`src/hdio_pkg.sv`:
```
package hdio_pkg;

  localparam int          NUM_PORTS    = 4;
  localparam int          PORT_W       = 8;
  localparam int          BUS_W        = NUM_PORTS * PORT_W;
  localparam int          FIFO_DEPTH   = 16;

  // Byte addresses of the register words.
  localparam logic [7:0]  ADDR_DIR     = 8'h00;
  localparam logic [7:0]  ADDR_OUT     = 8'h04;
  localparam logic [7:0]  ADDR_IN      = 8'h08;
  localparam logic [7:0]  ADDR_MODE    = 8'h0C;
  localparam logic [7:0]  ADDR_GROUP   = 8'h10;
  localparam logic [7:0]  ADDR_STATUS  = 8'h14;
  localparam logic [7:0]  ADDR_FIFO    = 8'h18;
  localparam logic [7:0]  ADDR_IMPL    = 8'h1C;

  // Mode register fields.
  localparam int          MODE_SEL_LSB = 0;
  localparam int          MODE_EDGE    = 2;
  localparam int          MODE_REQ_INV = 3;
  localparam int          MODE_ACK_INV = 4;

  // Status register fields.
  localparam int          ST_IN_LATCH  = 0;
  localparam int          ST_OUT_ACC   = 1;
  localparam int          ST_FIFO_EMP  = 2;
  localparam int          ST_FIFO_FULL = 3;

  // Lines that exist and ports whose direction is hard-wired.
  localparam logic [31:0] IMPL_MASK    = 32'h0FFF_FFFF;
  localparam logic [3:0]  FIXED_PORTS  = 4'h8;
  localparam logic [3:0]  FIXED_OUTPUT = 4'h0;

  localparam logic [31:0] DIR_RESET    = 32'h0000_0000;
  localparam logic [31:0] OUT_RESET    = 32'h0000_0000;
  localparam logic [31:0] MODE_RESET   = 32'h0000_0000;
  localparam logic [31:0] GROUP_RESET  = 32'h0000_0000;

  // Width of the handshake pulse sent on an output write or request in handshake mode.
  localparam int          ACK_NS       = 80;
  localparam int          CLK_NS       = 40;
  localparam int          ACK_CYCLES   = (ACK_NS + CLK_NS - 1) / CLK_NS;

  typedef enum logic [1:0] {
    HDIO_PLAIN,
    HDIO_HANDSHAKE,
    HDIO_CLOCKED
  } hdio_mode_type;

  typedef enum {
    HDIO_IDLE,
    HDIO_PULSE
  } hdio_state_type;

endpackage

```
`src/hdio_fifo.sv`:
```
`timescale 1ns/1ps
module hdio_fifo
  import hdio_pkg::*;
#(
  parameter int WIDTH = 32,
  parameter int DEPTH = 16
) (
  input  wire logic             core_clk,
  input  wire logic             nrst,
  input  wire logic             flush,
  input  wire logic             in_valid,
  output logic                  in_ready,
  input  wire logic [WIDTH-1:0] in_data,
  output logic                  out_valid,
  input  wire logic             out_ready,
  output logic      [WIDTH-1:0] out_data
);

  localparam int AW = $clog2(DEPTH);

  logic [WIDTH-1:0] mem_reg [DEPTH];
  logic [AW-1:0]    wr_reg;
  logic [AW-1:0]    rd_reg;
  logic [AW:0]      cnt_reg;
  wire              push;
  wire              pop;

  assign in_ready  = (cnt_reg != (AW+1)'(DEPTH));
  assign out_valid = (cnt_reg != '0);
  assign out_data  = mem_reg[rd_reg];
  assign push      = in_valid && in_ready;
  assign pop       = out_valid && out_ready;

  always_ff @(posedge core_clk) begin
    if (push) begin
      mem_reg[wr_reg] <= in_data;
    end
  end

  always_ff @(posedge core_clk or negedge nrst) begin
    if (!nrst) begin
      wr_reg  <= '0;
      rd_reg  <= '0;
      cnt_reg <= '0;
    end else if (flush) begin
      wr_reg  <= '0;
      rd_reg  <= '0;
      cnt_reg <= '0;
    end else begin
      if (push) begin
        wr_reg <= wr_reg + AW'(1);
      end
      if (pop) begin
        rd_reg <= rd_reg + AW'(1);
      end
      cnt_reg <= cnt_reg + (AW+1)'(push) - (AW+1)'(pop);
    end
  end

endmodule

```
`src/hdio_port.sv`:
```
// Added by the designer: the register offsets and register access over APB.
`timescale 1ns/1ps
module hdio_port
  import hdio_pkg::*;
(
  input  wire logic             core_clk,
  input  wire logic             nrst,
  input  wire logic             psel,
  input  wire logic             penable,
  input  wire logic             pwrite,
  input  wire logic [7:0]       paddr,
  input  wire logic [31:0]      pwdata,
  output logic      [31:0]      prdata,
  output logic                  pready,
  output logic                  pslverr,
  input  wire logic [BUS_W-1:0] line_in,
  output logic      [BUS_W-1:0] line_out,
  output logic      [BUS_W-1:0] line_oe,
  input  wire logic             req_in,
  output logic                  ack_out,
  input  wire logic             xfer_clk
);

  ////////////////////////////////////////////////////////////////////////
  logic [31:0]    dir_reg;
  logic [31:0]    out_reg;
  logic [31:0]    mode_reg;
  logic [31:0]    group_reg;
  logic [31:0]    latch_reg;
  logic           in_flag_reg;
  logic           out_flag_reg;
  logic           req_reg;
  logic           xclk_reg;
  logic [1:0]     pulse_cnt_reg;
  hdio_state_type state_reg;
  logic [31:0]    prdata_reg;
  logic           pready_reg;
  logic           pslverr_reg;
  logic [31:0]    line_out_reg;
  logic [31:0]    line_oe_reg;
  logic           ack_reg;

  function automatic logic [31:0] port_mask(input logic [3:0] p);
    logic [31:0] m;
    m = '0;
    for (int i = 0; i < NUM_PORTS; i++) begin
      if (p[i]) begin
        m[i*PORT_W +: PORT_W] = 8'hFF;
      end
    end
    return m;
  endfunction

  ////////////////////////////////////////////////////////////////////////
  wire           access   = psel && penable;
  wire           wr_en    = access && pwrite;
  wire           rd_en    = access && !pwrite;
  wire [1:0]     mode_sel = mode_reg[MODE_SEL_LSB +: 2];
  wire           grouped  = (group_reg != '0);
  // Handshake only takes effect on a group; ungrouped stays plain.
  wire           hs_mode  = grouped && (mode_sel == 2'(HDIO_HANDSHAKE));
  wire           ck_mode  = grouped && (mode_sel == 2'(HDIO_CLOCKED));
  wire [31:0]    fix_mask = port_mask(FIXED_PORTS);
  wire [31:0]    fix_dir  = port_mask(FIXED_OUTPUT);
  // Per-line direction; fixed ports ignore writes.
  wire [31:0]    dir_eff  = ((dir_reg & ~fix_mask) | (fix_dir & fix_mask))
                            & IMPL_MASK;
  // Edges come from the raw pins, so a polarity change fakes no edge.
  wire           req_rise = mode_reg[MODE_REQ_INV] ? (!req_in && req_reg)
                                                   : (req_in && !req_reg);
  // Selected edge of the transfer clock.
  wire           ck_edge  = mode_reg[MODE_EDGE] ? (!xfer_clk && xclk_reg)
                                                : (xfer_clk && !xclk_reg);
  wire           strobe   = (hs_mode && req_rise) || (ck_mode && ck_edge);
  wire [31:0]    grp_in   = group_reg & ~dir_eff;
  wire [31:0]    grp_out  = group_reg & dir_eff;
  // The group moves as one word of any width or line set.
  wire [31:0]    in_view  = (line_in & ~grp_in) | (latch_reg & grp_in);
  // Ungrouped inputs read live, grouped inputs read the latch, outputs read back.
  wire [31:0]    rd_port  = ((in_view & ~dir_eff) | (out_reg & dir_eff))
                            & IMPL_MASK;
  wire           out_wr   = wr_en && (paddr == ADDR_OUT);
  wire           in_rd    = rd_en && (paddr == ADDR_IN);
  wire           fifo_wr  = wr_en && (paddr == ADDR_FIFO);
  wire           fifo_rd  = rd_en && (paddr == ADDR_FIFO);
  wire           f_in_rdy;
  wire           f_out_vld;
  wire [31:0]    f_data;
  wire           known    = (paddr <= ADDR_IMPL) && (paddr[1:0] == 2'b00);
  wire [31:0]    status   = {28'h0, !f_in_rdy, !f_out_vld,
                             out_flag_reg, in_flag_reg};
  logic [31:0]   rd_mux;

  always_comb begin
    case (paddr)
      ADDR_DIR:    rd_mux = dir_eff;
      ADDR_OUT:    rd_mux = out_reg & IMPL_MASK;
      ADDR_IN:     rd_mux = rd_port;
      ADDR_MODE:   rd_mux = mode_reg;
      ADDR_GROUP:  rd_mux = group_reg;
      ADDR_STATUS: rd_mux = status;
      ADDR_FIFO:   rd_mux = f_out_vld ? f_data : 32'h0000_0000;
      ADDR_IMPL:   rd_mux = IMPL_MASK;
      default:     rd_mux = 32'h0000_0000;
    endcase
  end

  // Strobed input words queue here so a burst outruns software reads.
  hdio_fifo #(
    .WIDTH (BUS_W),
    .DEPTH (FIFO_DEPTH)
  ) u_fifo (
    .core_clk  (core_clk),
    .nrst      (nrst),
    .flush     (wr_en && (paddr == ADDR_GROUP)),
    .in_valid  (strobe && (grp_in != '0)),
    .in_ready  (f_in_rdy),
    .in_data   (line_in & grp_in),
    .out_valid (f_out_vld),
    .out_ready (fifo_rd),
    .out_data  (f_data)
  );

  ////////////////////////////////////////////////////////////////////////
  always_ff @(posedge core_clk or negedge nrst) begin
    if (!nrst) begin
      dir_reg   <= DIR_RESET;
      out_reg   <= OUT_RESET;
      mode_reg  <= MODE_RESET;
      group_reg <= GROUP_RESET;
    end else if (wr_en) begin
      case (paddr)
        ADDR_DIR:   dir_reg   <= pwdata;
        ADDR_OUT:   out_reg   <= pwdata;
        ADDR_MODE:  mode_reg  <= pwdata;
        ADDR_GROUP: group_reg <= pwdata & IMPL_MASK;
        default:    dir_reg   <= dir_reg;
      endcase
    end
  end

  always_ff @(posedge core_clk or negedge nrst) begin
    if (!nrst) begin
      latch_reg    <= '0;
      in_flag_reg  <= 1'b0;
      out_flag_reg <= 1'b0;
      req_reg      <= 1'b0;
      xclk_reg     <= 1'b0;
    end else begin
      req_reg  <= req_in;
      xclk_reg <= xfer_clk;
      if (strobe) begin
        latch_reg <= (latch_reg & ~grp_in) | (line_in & grp_in);
      end
      // Set wins over the host-access clear.
      in_flag_reg  <= (strobe && grp_in != '0) || (in_flag_reg && !in_rd);
      out_flag_reg <= (strobe && grp_out != '0) || (out_flag_reg && !out_wr);
    end
  end

  // Output launch: immediate in plain mode, on a strobe in clocked mode.
  always_ff @(posedge core_clk or negedge nrst) begin
    if (!nrst) begin
      line_out_reg <= '0;
      line_oe_reg  <= '0;
    end else begin
      line_oe_reg <= dir_eff;
      if (!ck_mode || strobe) begin
        line_out_reg <= (out_reg & dir_eff);
      end
    end
  end

  // Acknowledge pulse in handshake mode only, on an output write or on a request rise with grouped inputs.
  always_ff @(posedge core_clk or negedge nrst) begin
    if (!nrst) begin
      state_reg     <= HDIO_IDLE;
      pulse_cnt_reg <= '0;
      ack_reg       <= 1'b0;
    end else begin
      case (state_reg)
        HDIO_IDLE: begin
          if (hs_mode && (out_wr || (req_rise && grp_in != '0))) begin
            state_reg     <= HDIO_PULSE;
            pulse_cnt_reg <= 2'(ACK_CYCLES - 1);
            ack_reg       <= 1'b1;
          end
        end
        HDIO_PULSE: begin
          if (pulse_cnt_reg == '0) begin
            state_reg <= HDIO_IDLE;
            ack_reg   <= 1'b0;
          end else begin
            pulse_cnt_reg <= pulse_cnt_reg - 2'd1;
          end
        end
        default: begin
          state_reg <= HDIO_IDLE;
          ack_reg   <= 1'b0;
        end
      endcase
    end
  end

  // Zero-wait slave; read data is registered at the setup cycle.
  always_ff @(posedge core_clk or negedge nrst) begin
    if (!nrst) begin
      prdata_reg  <= '0;
      pready_reg  <= 1'b0;
      pslverr_reg <= 1'b0;
    end else begin
      pready_reg  <= psel && !penable;
      pslverr_reg <= psel && !penable && !known;
      if (psel && !penable && !pwrite) begin
        prdata_reg <= rd_mux;
      end
    end
  end

  assign prdata   = prdata_reg;
  assign pready   = pready_reg;
  assign pslverr  = pslverr_reg;
  assign line_out = line_out_reg;
  assign line_oe  = line_oe_reg;
  assign ack_out  = ack_reg ^ mode_reg[MODE_ACK_INV];

endmodule

```
`config.mk`:
```
export PLATFORM = sky130hd
export DESIGN_NAME = hdio_port
export DESIGN_NICKNAME = d
export VERILOG_FILES = /design/src/hdio_pkg.sv /design/src/hdio_fifo.sv /design/src/hdio_port.sv
export SDC_FILE = /design/constraint.sdc
export NUM_CORES = 1
export LEC_CHECK = 0
export BUFFER_PORTS_ARGS = -buffer_cell sky130_fd_sc_hd__buf_2
export CAP_MARGIN = 25
export CORE_MARGIN = 3
export CORE_UTILIZATION = 40
export DETAILED_ROUTE_END_ITERATION = 8
export PLACE_DENSITY = 0.57
export SLEW_MARGIN = 40
export SYNTH_ARGS = -nofsm -noshare
export SYNTH_HDL_FRONTEND = slang
export SYNTH_SLANG_ARGS = --single-unit
```
`constraint.sdc`:
```
create_clock -name core_clk -period 5.4 [get_ports core_clk]
set_input_delay 0.27 -clock core_clk [delete_from_list [all_inputs] [get_ports core_clk]]
set_output_delay 0.27 -clock core_clk [all_outputs]
set_load 0.05 [all_outputs]
```
* Word level (Yosys, flattened, before mapping)
Memories as Yosys holds them, arrays and structs flattened.
Index checks and enable logic that the tools add are counted.
** Word-level totals
- ROM bits :: 0
- Memories :: 1
- Logic and storage cells :: 136
- Register bits :: 290
- Bits in writable memories :: 512
- Bits of input ports :: 79
- Latch bits :: 0
** Operators by class
- Shift-type cells :: 0
- $mul :: 0
- $lt $le $gt $ge :: 1
- Add/subtract/negate cells :: 5
- Reductions and logical operators :: 61
- Equal/unequal tests :: 14
- Bitwise logic cells :: 14
- Div/mod/pow operators :: 0
- Mux-type cells :: 20
** Memories
- u_fifo.mem_reg :: depth 16, width 32, read ports 1, clocked after memory_dff 0, wr ports 1, RTL line hdio_fifo.sv:21 : logic [WIDTH-1:0] mem_reg [DEPTH];
** Operator list (number)
- 32-bit case mux with 8 select lines :: 1
- 32-bit two-way mux :: 3
- 32-bit nonzero test :: 3
- 28-bit AND :: 3
- 32-bit AND :: 2
- 32-bit case mux with 2 select lines :: 1
- 28-bit bitwise OR :: 2
- 28-bit by 32-bit AND with 32-bit output :: 1
- 32-bit by 24-bit AND with 32-bit output :: 1
- 32-bit by 1-bit equality test with 1-bit output (second input constant) :: 1
- 8-bit by 5-bit equality test with 1-bit output (second input constant) :: 4
- 32-bit logical NOT :: 1
- 24-bit NOT with 32-bit output :: 1
- 32-bit NOT :: 1
- 32-bit bitwise OR :: 1
- 28-bit by 24-bit AND with 28-bit output :: 1
- 1-bit logical AND :: 27
- 8-bit by 4-bit equality test with 1-bit output (second input constant) :: 2
- 4-bit two-way mux :: 4
- 1-bit logical NOT :: 12
- 2-bit AND reduction :: 5
- 4-bit by 1-bit adder with 4-bit output (second input constant) :: 2
- 8-bit by 3-bit equality test with 1-bit output (second input constant) :: 1
- 8-bit by 5-bit less-or-equal comparator with 1-bit output (second input constant) :: 1
- 19 further kinds :: 34

* Longest topological paths before layout
- Depth in word-level cells :: 10
- Gate-level depth with buffers :: 14
- Mapped depth without buffers :: 14

* Modules after synthesis
A second synthesis with hierarchy kept.
** Unflattened totals
- Cells, all modules :: 2043
- Area total of the unflattened synthesis :: 31617.8 um^2
** Modules (own cells, without submodules)
- hdio_fifo :: cells an instance 1024, instances 1, area each 20504.7 um^2, seq. area each 15700.1 um^2
- hdio_port :: cells an instance 1019, instances 1, area each 11113.2 um^2, seq. area each 5730.5 um^2

* Worst setup path before layout
Ideal clock, no wire load.
- Path kind :: register -> register
- From :: register group_reg[11]
- To :: memory u_fifo.mem_reg[12][0] (enable)
- Library setup time :: 448 ps
- Data arrival time :: 3333 ps
- Clock period less this slack :: 3781 ps
- Path buffers :: 1
- Slack :: 1619 ps
- Data required time :: 4952 ps
- Cell stages (with the launch flop) :: 7
- Path through :: dfrtp_1 > nor4_1 > and4_1 > a22oi_1 > o211ai_2 > buf_2 > nor3_1
** On the way
- Longest elaborated chain between the ends :: 8
- Elaborated cells between the ends (all ways) :: 12
** Ends and longest elaborated chain
- start: declaration :: RTL line hdio_port.sv:28 : logic [31:0] group_reg;
- start signal: assignment :: RTL line hdio_port.sv:136 : ADDR_GROUP: group_reg <= pwdata & IMPL_MASK;
- 32-bit nonzero test :: RTL line hdio_port.sv:59 : wire grouped = (group_reg != '0);
- 1-bit logical AND (on tied branches) :: RTL line hdio_port.sv:61, hdio_port.sv:62
- 1-bit logical AND :: RTL line hdio_port.sv:74 : wire strobe = (hs_mode && req_rise) || (ck_mode && ck_edge);
- 1-bit logical OR :: RTL line hdio_port.sv:74
- 1-bit logical AND * :: RTL line hdio_port.sv:116 : .in_valid (strobe && (grp_in != '0)),
- 1-bit logical AND * :: RTL line hdio_fifo.sv:31 : assign push = in_valid && in_ready;
- 1-bit two-way mux * :: RTL line hdio_fifo.sv:35 : if (push) begin
- 1-bit two-way mux (implied by the code) * :: RTL line hdio_fifo.sv:36 : mem_reg[wr_reg] <= in_data;
- end: declaration :: RTL line hdio_fifo.sv:21
Mark *: on every way between the ends. The rest lies on a longest branch, timed or not.

* Final worst setup path
- From :: register group_reg[23]
- To :: register u_fifo.cnt_reg[4]
** On the way
- Longest elaborated chain between the ends :: 9
- Elaborated cells between the ends (all ways) :: 13
** Ends and longest elaborated chain
- 32-bit nonzero test :: RTL line hdio_port.sv:59
- 1-bit logical AND (on tied branches) :: RTL line hdio_port.sv:61, hdio_port.sv:62
- 1-bit logical AND :: RTL line hdio_port.sv:74
- 1-bit logical OR :: RTL line hdio_port.sv:74
- 1-bit logical AND * :: RTL line hdio_port.sv:116
- 1-bit logical AND * :: RTL line hdio_fifo.sv:31
- 5-bit by 1-bit adder with 5-bit output * :: RTL line hdio_fifo.sv:56 : cnt_reg <= cnt_reg + (AW+1)'(push) - (AW+1)'(pop);
- 5-bit by 1-bit subtractor with 5-bit output * :: RTL line hdio_fifo.sv:56
- 5-bit two-way mux * :: RTL line hdio_fifo.sv:45 : end else if (flush) begin
- end signal: assignment :: RTL line hdio_fifo.sv:56
- end: declaration :: RTL line hdio_fifo.sv:24 : logic [AW:0] cnt_reg;
Marked as above.
A chain may end at the register's enable or synchronous reset.

==> out/summary.txt <==
Placeable core area -> 0.0706 mm^2
Final Hold Fails -> 0
Drt pass-1 iters -> 5
CTS tree -> done
Clk pin slew, worst setup/hold paths -> 60 ps
Slew Limit Headroom -> 42.0%
Worst vdd ir -> 0.199 mV
Root buffer cell -> clkbuf_16
Die Y -> 274 um
YS warnings -> 0
Max Cap Violations -> 0
#FFs+latches synth -> 690
Cell total after placement -> 2,864
Final Critical Period -> 3770 ps
Leakage -> 13.8 nW
Non-Filler Instances -> 3,062
Most frequent cell after synthesis -> edfxtp_1
Top FF cell, synth -> edfxtp_1
Worst hold path type -> in -> reg
Initial DRC count -> 1,596
Peak Freq -> 265 MHz
Outcome -> complete, no violations
Synth area leaders -> edfxtp_1 47%, dfrtp_1 21%, mux4_2 9.5%
Area delta synth->final -> 17.3%
Port Buffer Count -> 157
Initial antenna violation count -> 0
Synthesized area -> 0.0288 mm^2
Placed cell area -> 0.0307 mm^2
Top-level I/O count -> 178
Worst skew pair latency -> 610 ps
Setup TNS -> 0 ps
Worst EP arrival -> 4230 ps
Worst hold endpoint -> pready$_DFF_PN0_
Clock Skews -> 15.9 ps
Synth top area share -> 46.8%
Syn Area/Cell -> 15.8 um^2
Largest net degree at the start of global routing -> 148
Worst setup EP type -> flop
Yosys top cell by area -> edfxtp_1
All-Layer GR Usage -> 20.9%
Final period util -> 69.8%
Routability Congestion -> 0.951
First-pass GRT wire length -> 116,000 um
# H-tree levels -> 3
RR Endpoint -> u_fifo.cnt_reg[4]$_DFF_PN0_
Power per Cell Area -> 329 mW/mm^2
Initial core utilization -> 40.7%
Total number of vias -> 17,100
Asr flop ratio synth -> 35.1%
Top cells by instance count after synthesis -> 448 x edfxtp_1, 242 x dfrtp_1, 200 x nand2_1
Antenna Nets Post-Route -> 0
Req. time, crit path -> 5860 ps
CTS buffer count -> 73
Slew @ Worst Pin -> 868 ps
Max reg flops -> 448
Fillers -> 6,133
Row cnt -> 97
Setup-failing EPs final -> 0
Total clock sinks -> 690
Avg Vias per Cell -> 5.59
RSZ-0062 raised after global routing -> false
Routed Wire Length -> 77,900 um
EDFF count, synth -> 448
Yosys cell types -> 63
Final instance area -> 0.0337 mm^2
CP Launch Type -> flop
Share of cells above drive strength 1 -> 26.8%
Post-synthesis sequential area ratio -> 67.8%
HP Start -> penable
Worst r2r src -> group_reg[23]$_DFFE_PN0P_
Worst r2r path cells -> 12
Critical path type -> reg -> reg
Nets@finish -> 2,158
Worst Path Max Fanout -> 15
Die width -> 274 um
DIE AREA -> 0.0752 mm^2
Cells after Synth -> 1,819
HPWL after DPL -> 48,200 um
GRT overflow -> 0
Fin. max-slew vios -> 0
Hold path depth -> 3
DRC -> 0
CTS Buffer Depth -> 3
Number of global-route vias before repair -> 17,500
Flop-to-flop setup slack -> 1630 ps
Drt wl/cell -> 25.5 um
## worst max-delay path, cell delays in order, from the launching register on
cell	delay, ps
dfrtp_1	450
nor2b_1	200
nor4_1	560
nand3_1	400
o211ai_4	590
inv_2	200
ha_1	290
fa_1	440
a21oi_1	140
nor2_1	50
nor2_1	110
xnor2_1	130
nor2_1	50
## cell usage in the layout (no fill, tap or decap), types with 38 or more instances in the layout
cell type	instances
buf_4	38
clkbuf_16	73
mux2i_1	54
buf_2	156
dfrtp_1	240
nor2_1	41
mux4_2	121
inv_1	40
mux2_2	103
a22oi_1	46
nand2_1	200
edfxtp_1	448
dlygate4sd3_1	65
o21ai_0	60
## cell families (layout without fill, tap and decap cells)
| family | count (synthesis) | after routing | share of synthesized area (%) |
|---|---|---|---|
| buffers and inverters | 150 | 437 | 2.48 |
| multiplexers | 309 | 309 | 16.6 |
| AND/OR/NAND/NOR | 417 | 417 | 6.95 |
| adder cells (fa/ha/maj) | 13 | 13 | 0.592 |
| flip-flops | 690 | 690 | 67.8 |
| other | 1 | 17 | 0.0130 |
| AO/OA/AOI/OAI | 230 | 230 | 5.26 |
| XOR/XNOR | 9 | 9 | 0.274 |
## per-layer routing
layer | up-vias | global-route usage, % | part of all wire (%)
met4 | 0 | 7.40 | 3.0
met1 | 8933 | 29.1 | 43
met3 | 137 | 2.99 | 5.6
met2 | 605 | 33.6 | 48
li1 | 7438 | - | -
met5 | - | 0 | 0
## where the power goes
group | internal [W] | switching (W) | total, W
Combinational | 0.000194 | 0.000348 | 0.000542
Sequential | 0.00564 | 0.0000459 | 0.00568
Clock | 0.00282 | 0.00206 | 0.00488
## stage by stage
stage	worst slack [ps]	util (%)	total power, W	hold slack, ps
2_1_floorplan	1620	-	0.00610	-25.6
6_report	1630	47.8	0.0111	37.0
5_1_grt	1430	47.7	0.0115	44.9
4_1_cts	1460	47.7	0.0112	9.55
3_3_place_gp	1520	43.4	0.00628	365
3_5_place_dp	1480	43.5	0.00629	362
## cell type report
cell class | instances | area (um^2) | area share, %
Multi-Input combinational cell | 994 | 8710 | 25.8
Tap cell | 940 | 1180 | 3.49
Clock buffer | 95 | 1970 | 5.84
Clock inverter | 35 | 349 | 1.03
Timing Repair Buffer | 265 | 1850 | 5.48
Sequential cell | 690 | 19500 | 57.9
Antenna cell | 1 | 2.50 | 0.00742
Inverter | 42 | 160 | 0.475
## worst max-delay path by stage
stage | slack (ps) | end | cells past startpoint | startpoint
2_1_floorplan | 1620 | u_fifo.mem_reg[12][0]$_DFFE_PP_ | 6 | group_reg[11]$_DFFE_PN0P_
3_3_place_gp | 1520 | u_fifo.cnt_reg[4]$_DFF_PN0_ | 12 | group_reg[23]$_DFFE_PN0P_
3_5_place_dp | 1480 | u_fifo.cnt_reg[4]$_DFF_PN0_ | 12 | group_reg[23]$_DFFE_PN0P_
4_1_cts | 1460 | u_fifo.cnt_reg[4]$_DFF_PN0_ | 12 | group_reg[23]$_DFFE_PN0P_
5_1_grt | 1430 | u_fifo.cnt_reg[4]$_DFF_PN0_ | 12 | group_reg[23]$_DFFE_PN0P_
6_report | 1630 | u_fifo.cnt_reg[4]$_DFF_PN0_ | 12 | group_reg[23]$_DFFE_PN0P_
## timing repair
| item | 4_1_cts | 5_1_grt |
|---|---|---|
| setup endpoints to repair | 0 | 0 |
| hold buffers | 65 | 0 |
| buffers inserted | 0 | 0 |
| hold endpoints to repair | 239 | 0 |
| gates resized for setup | 0 | 0 |
No activity file was read; power rests on OpenSTA's default activity.
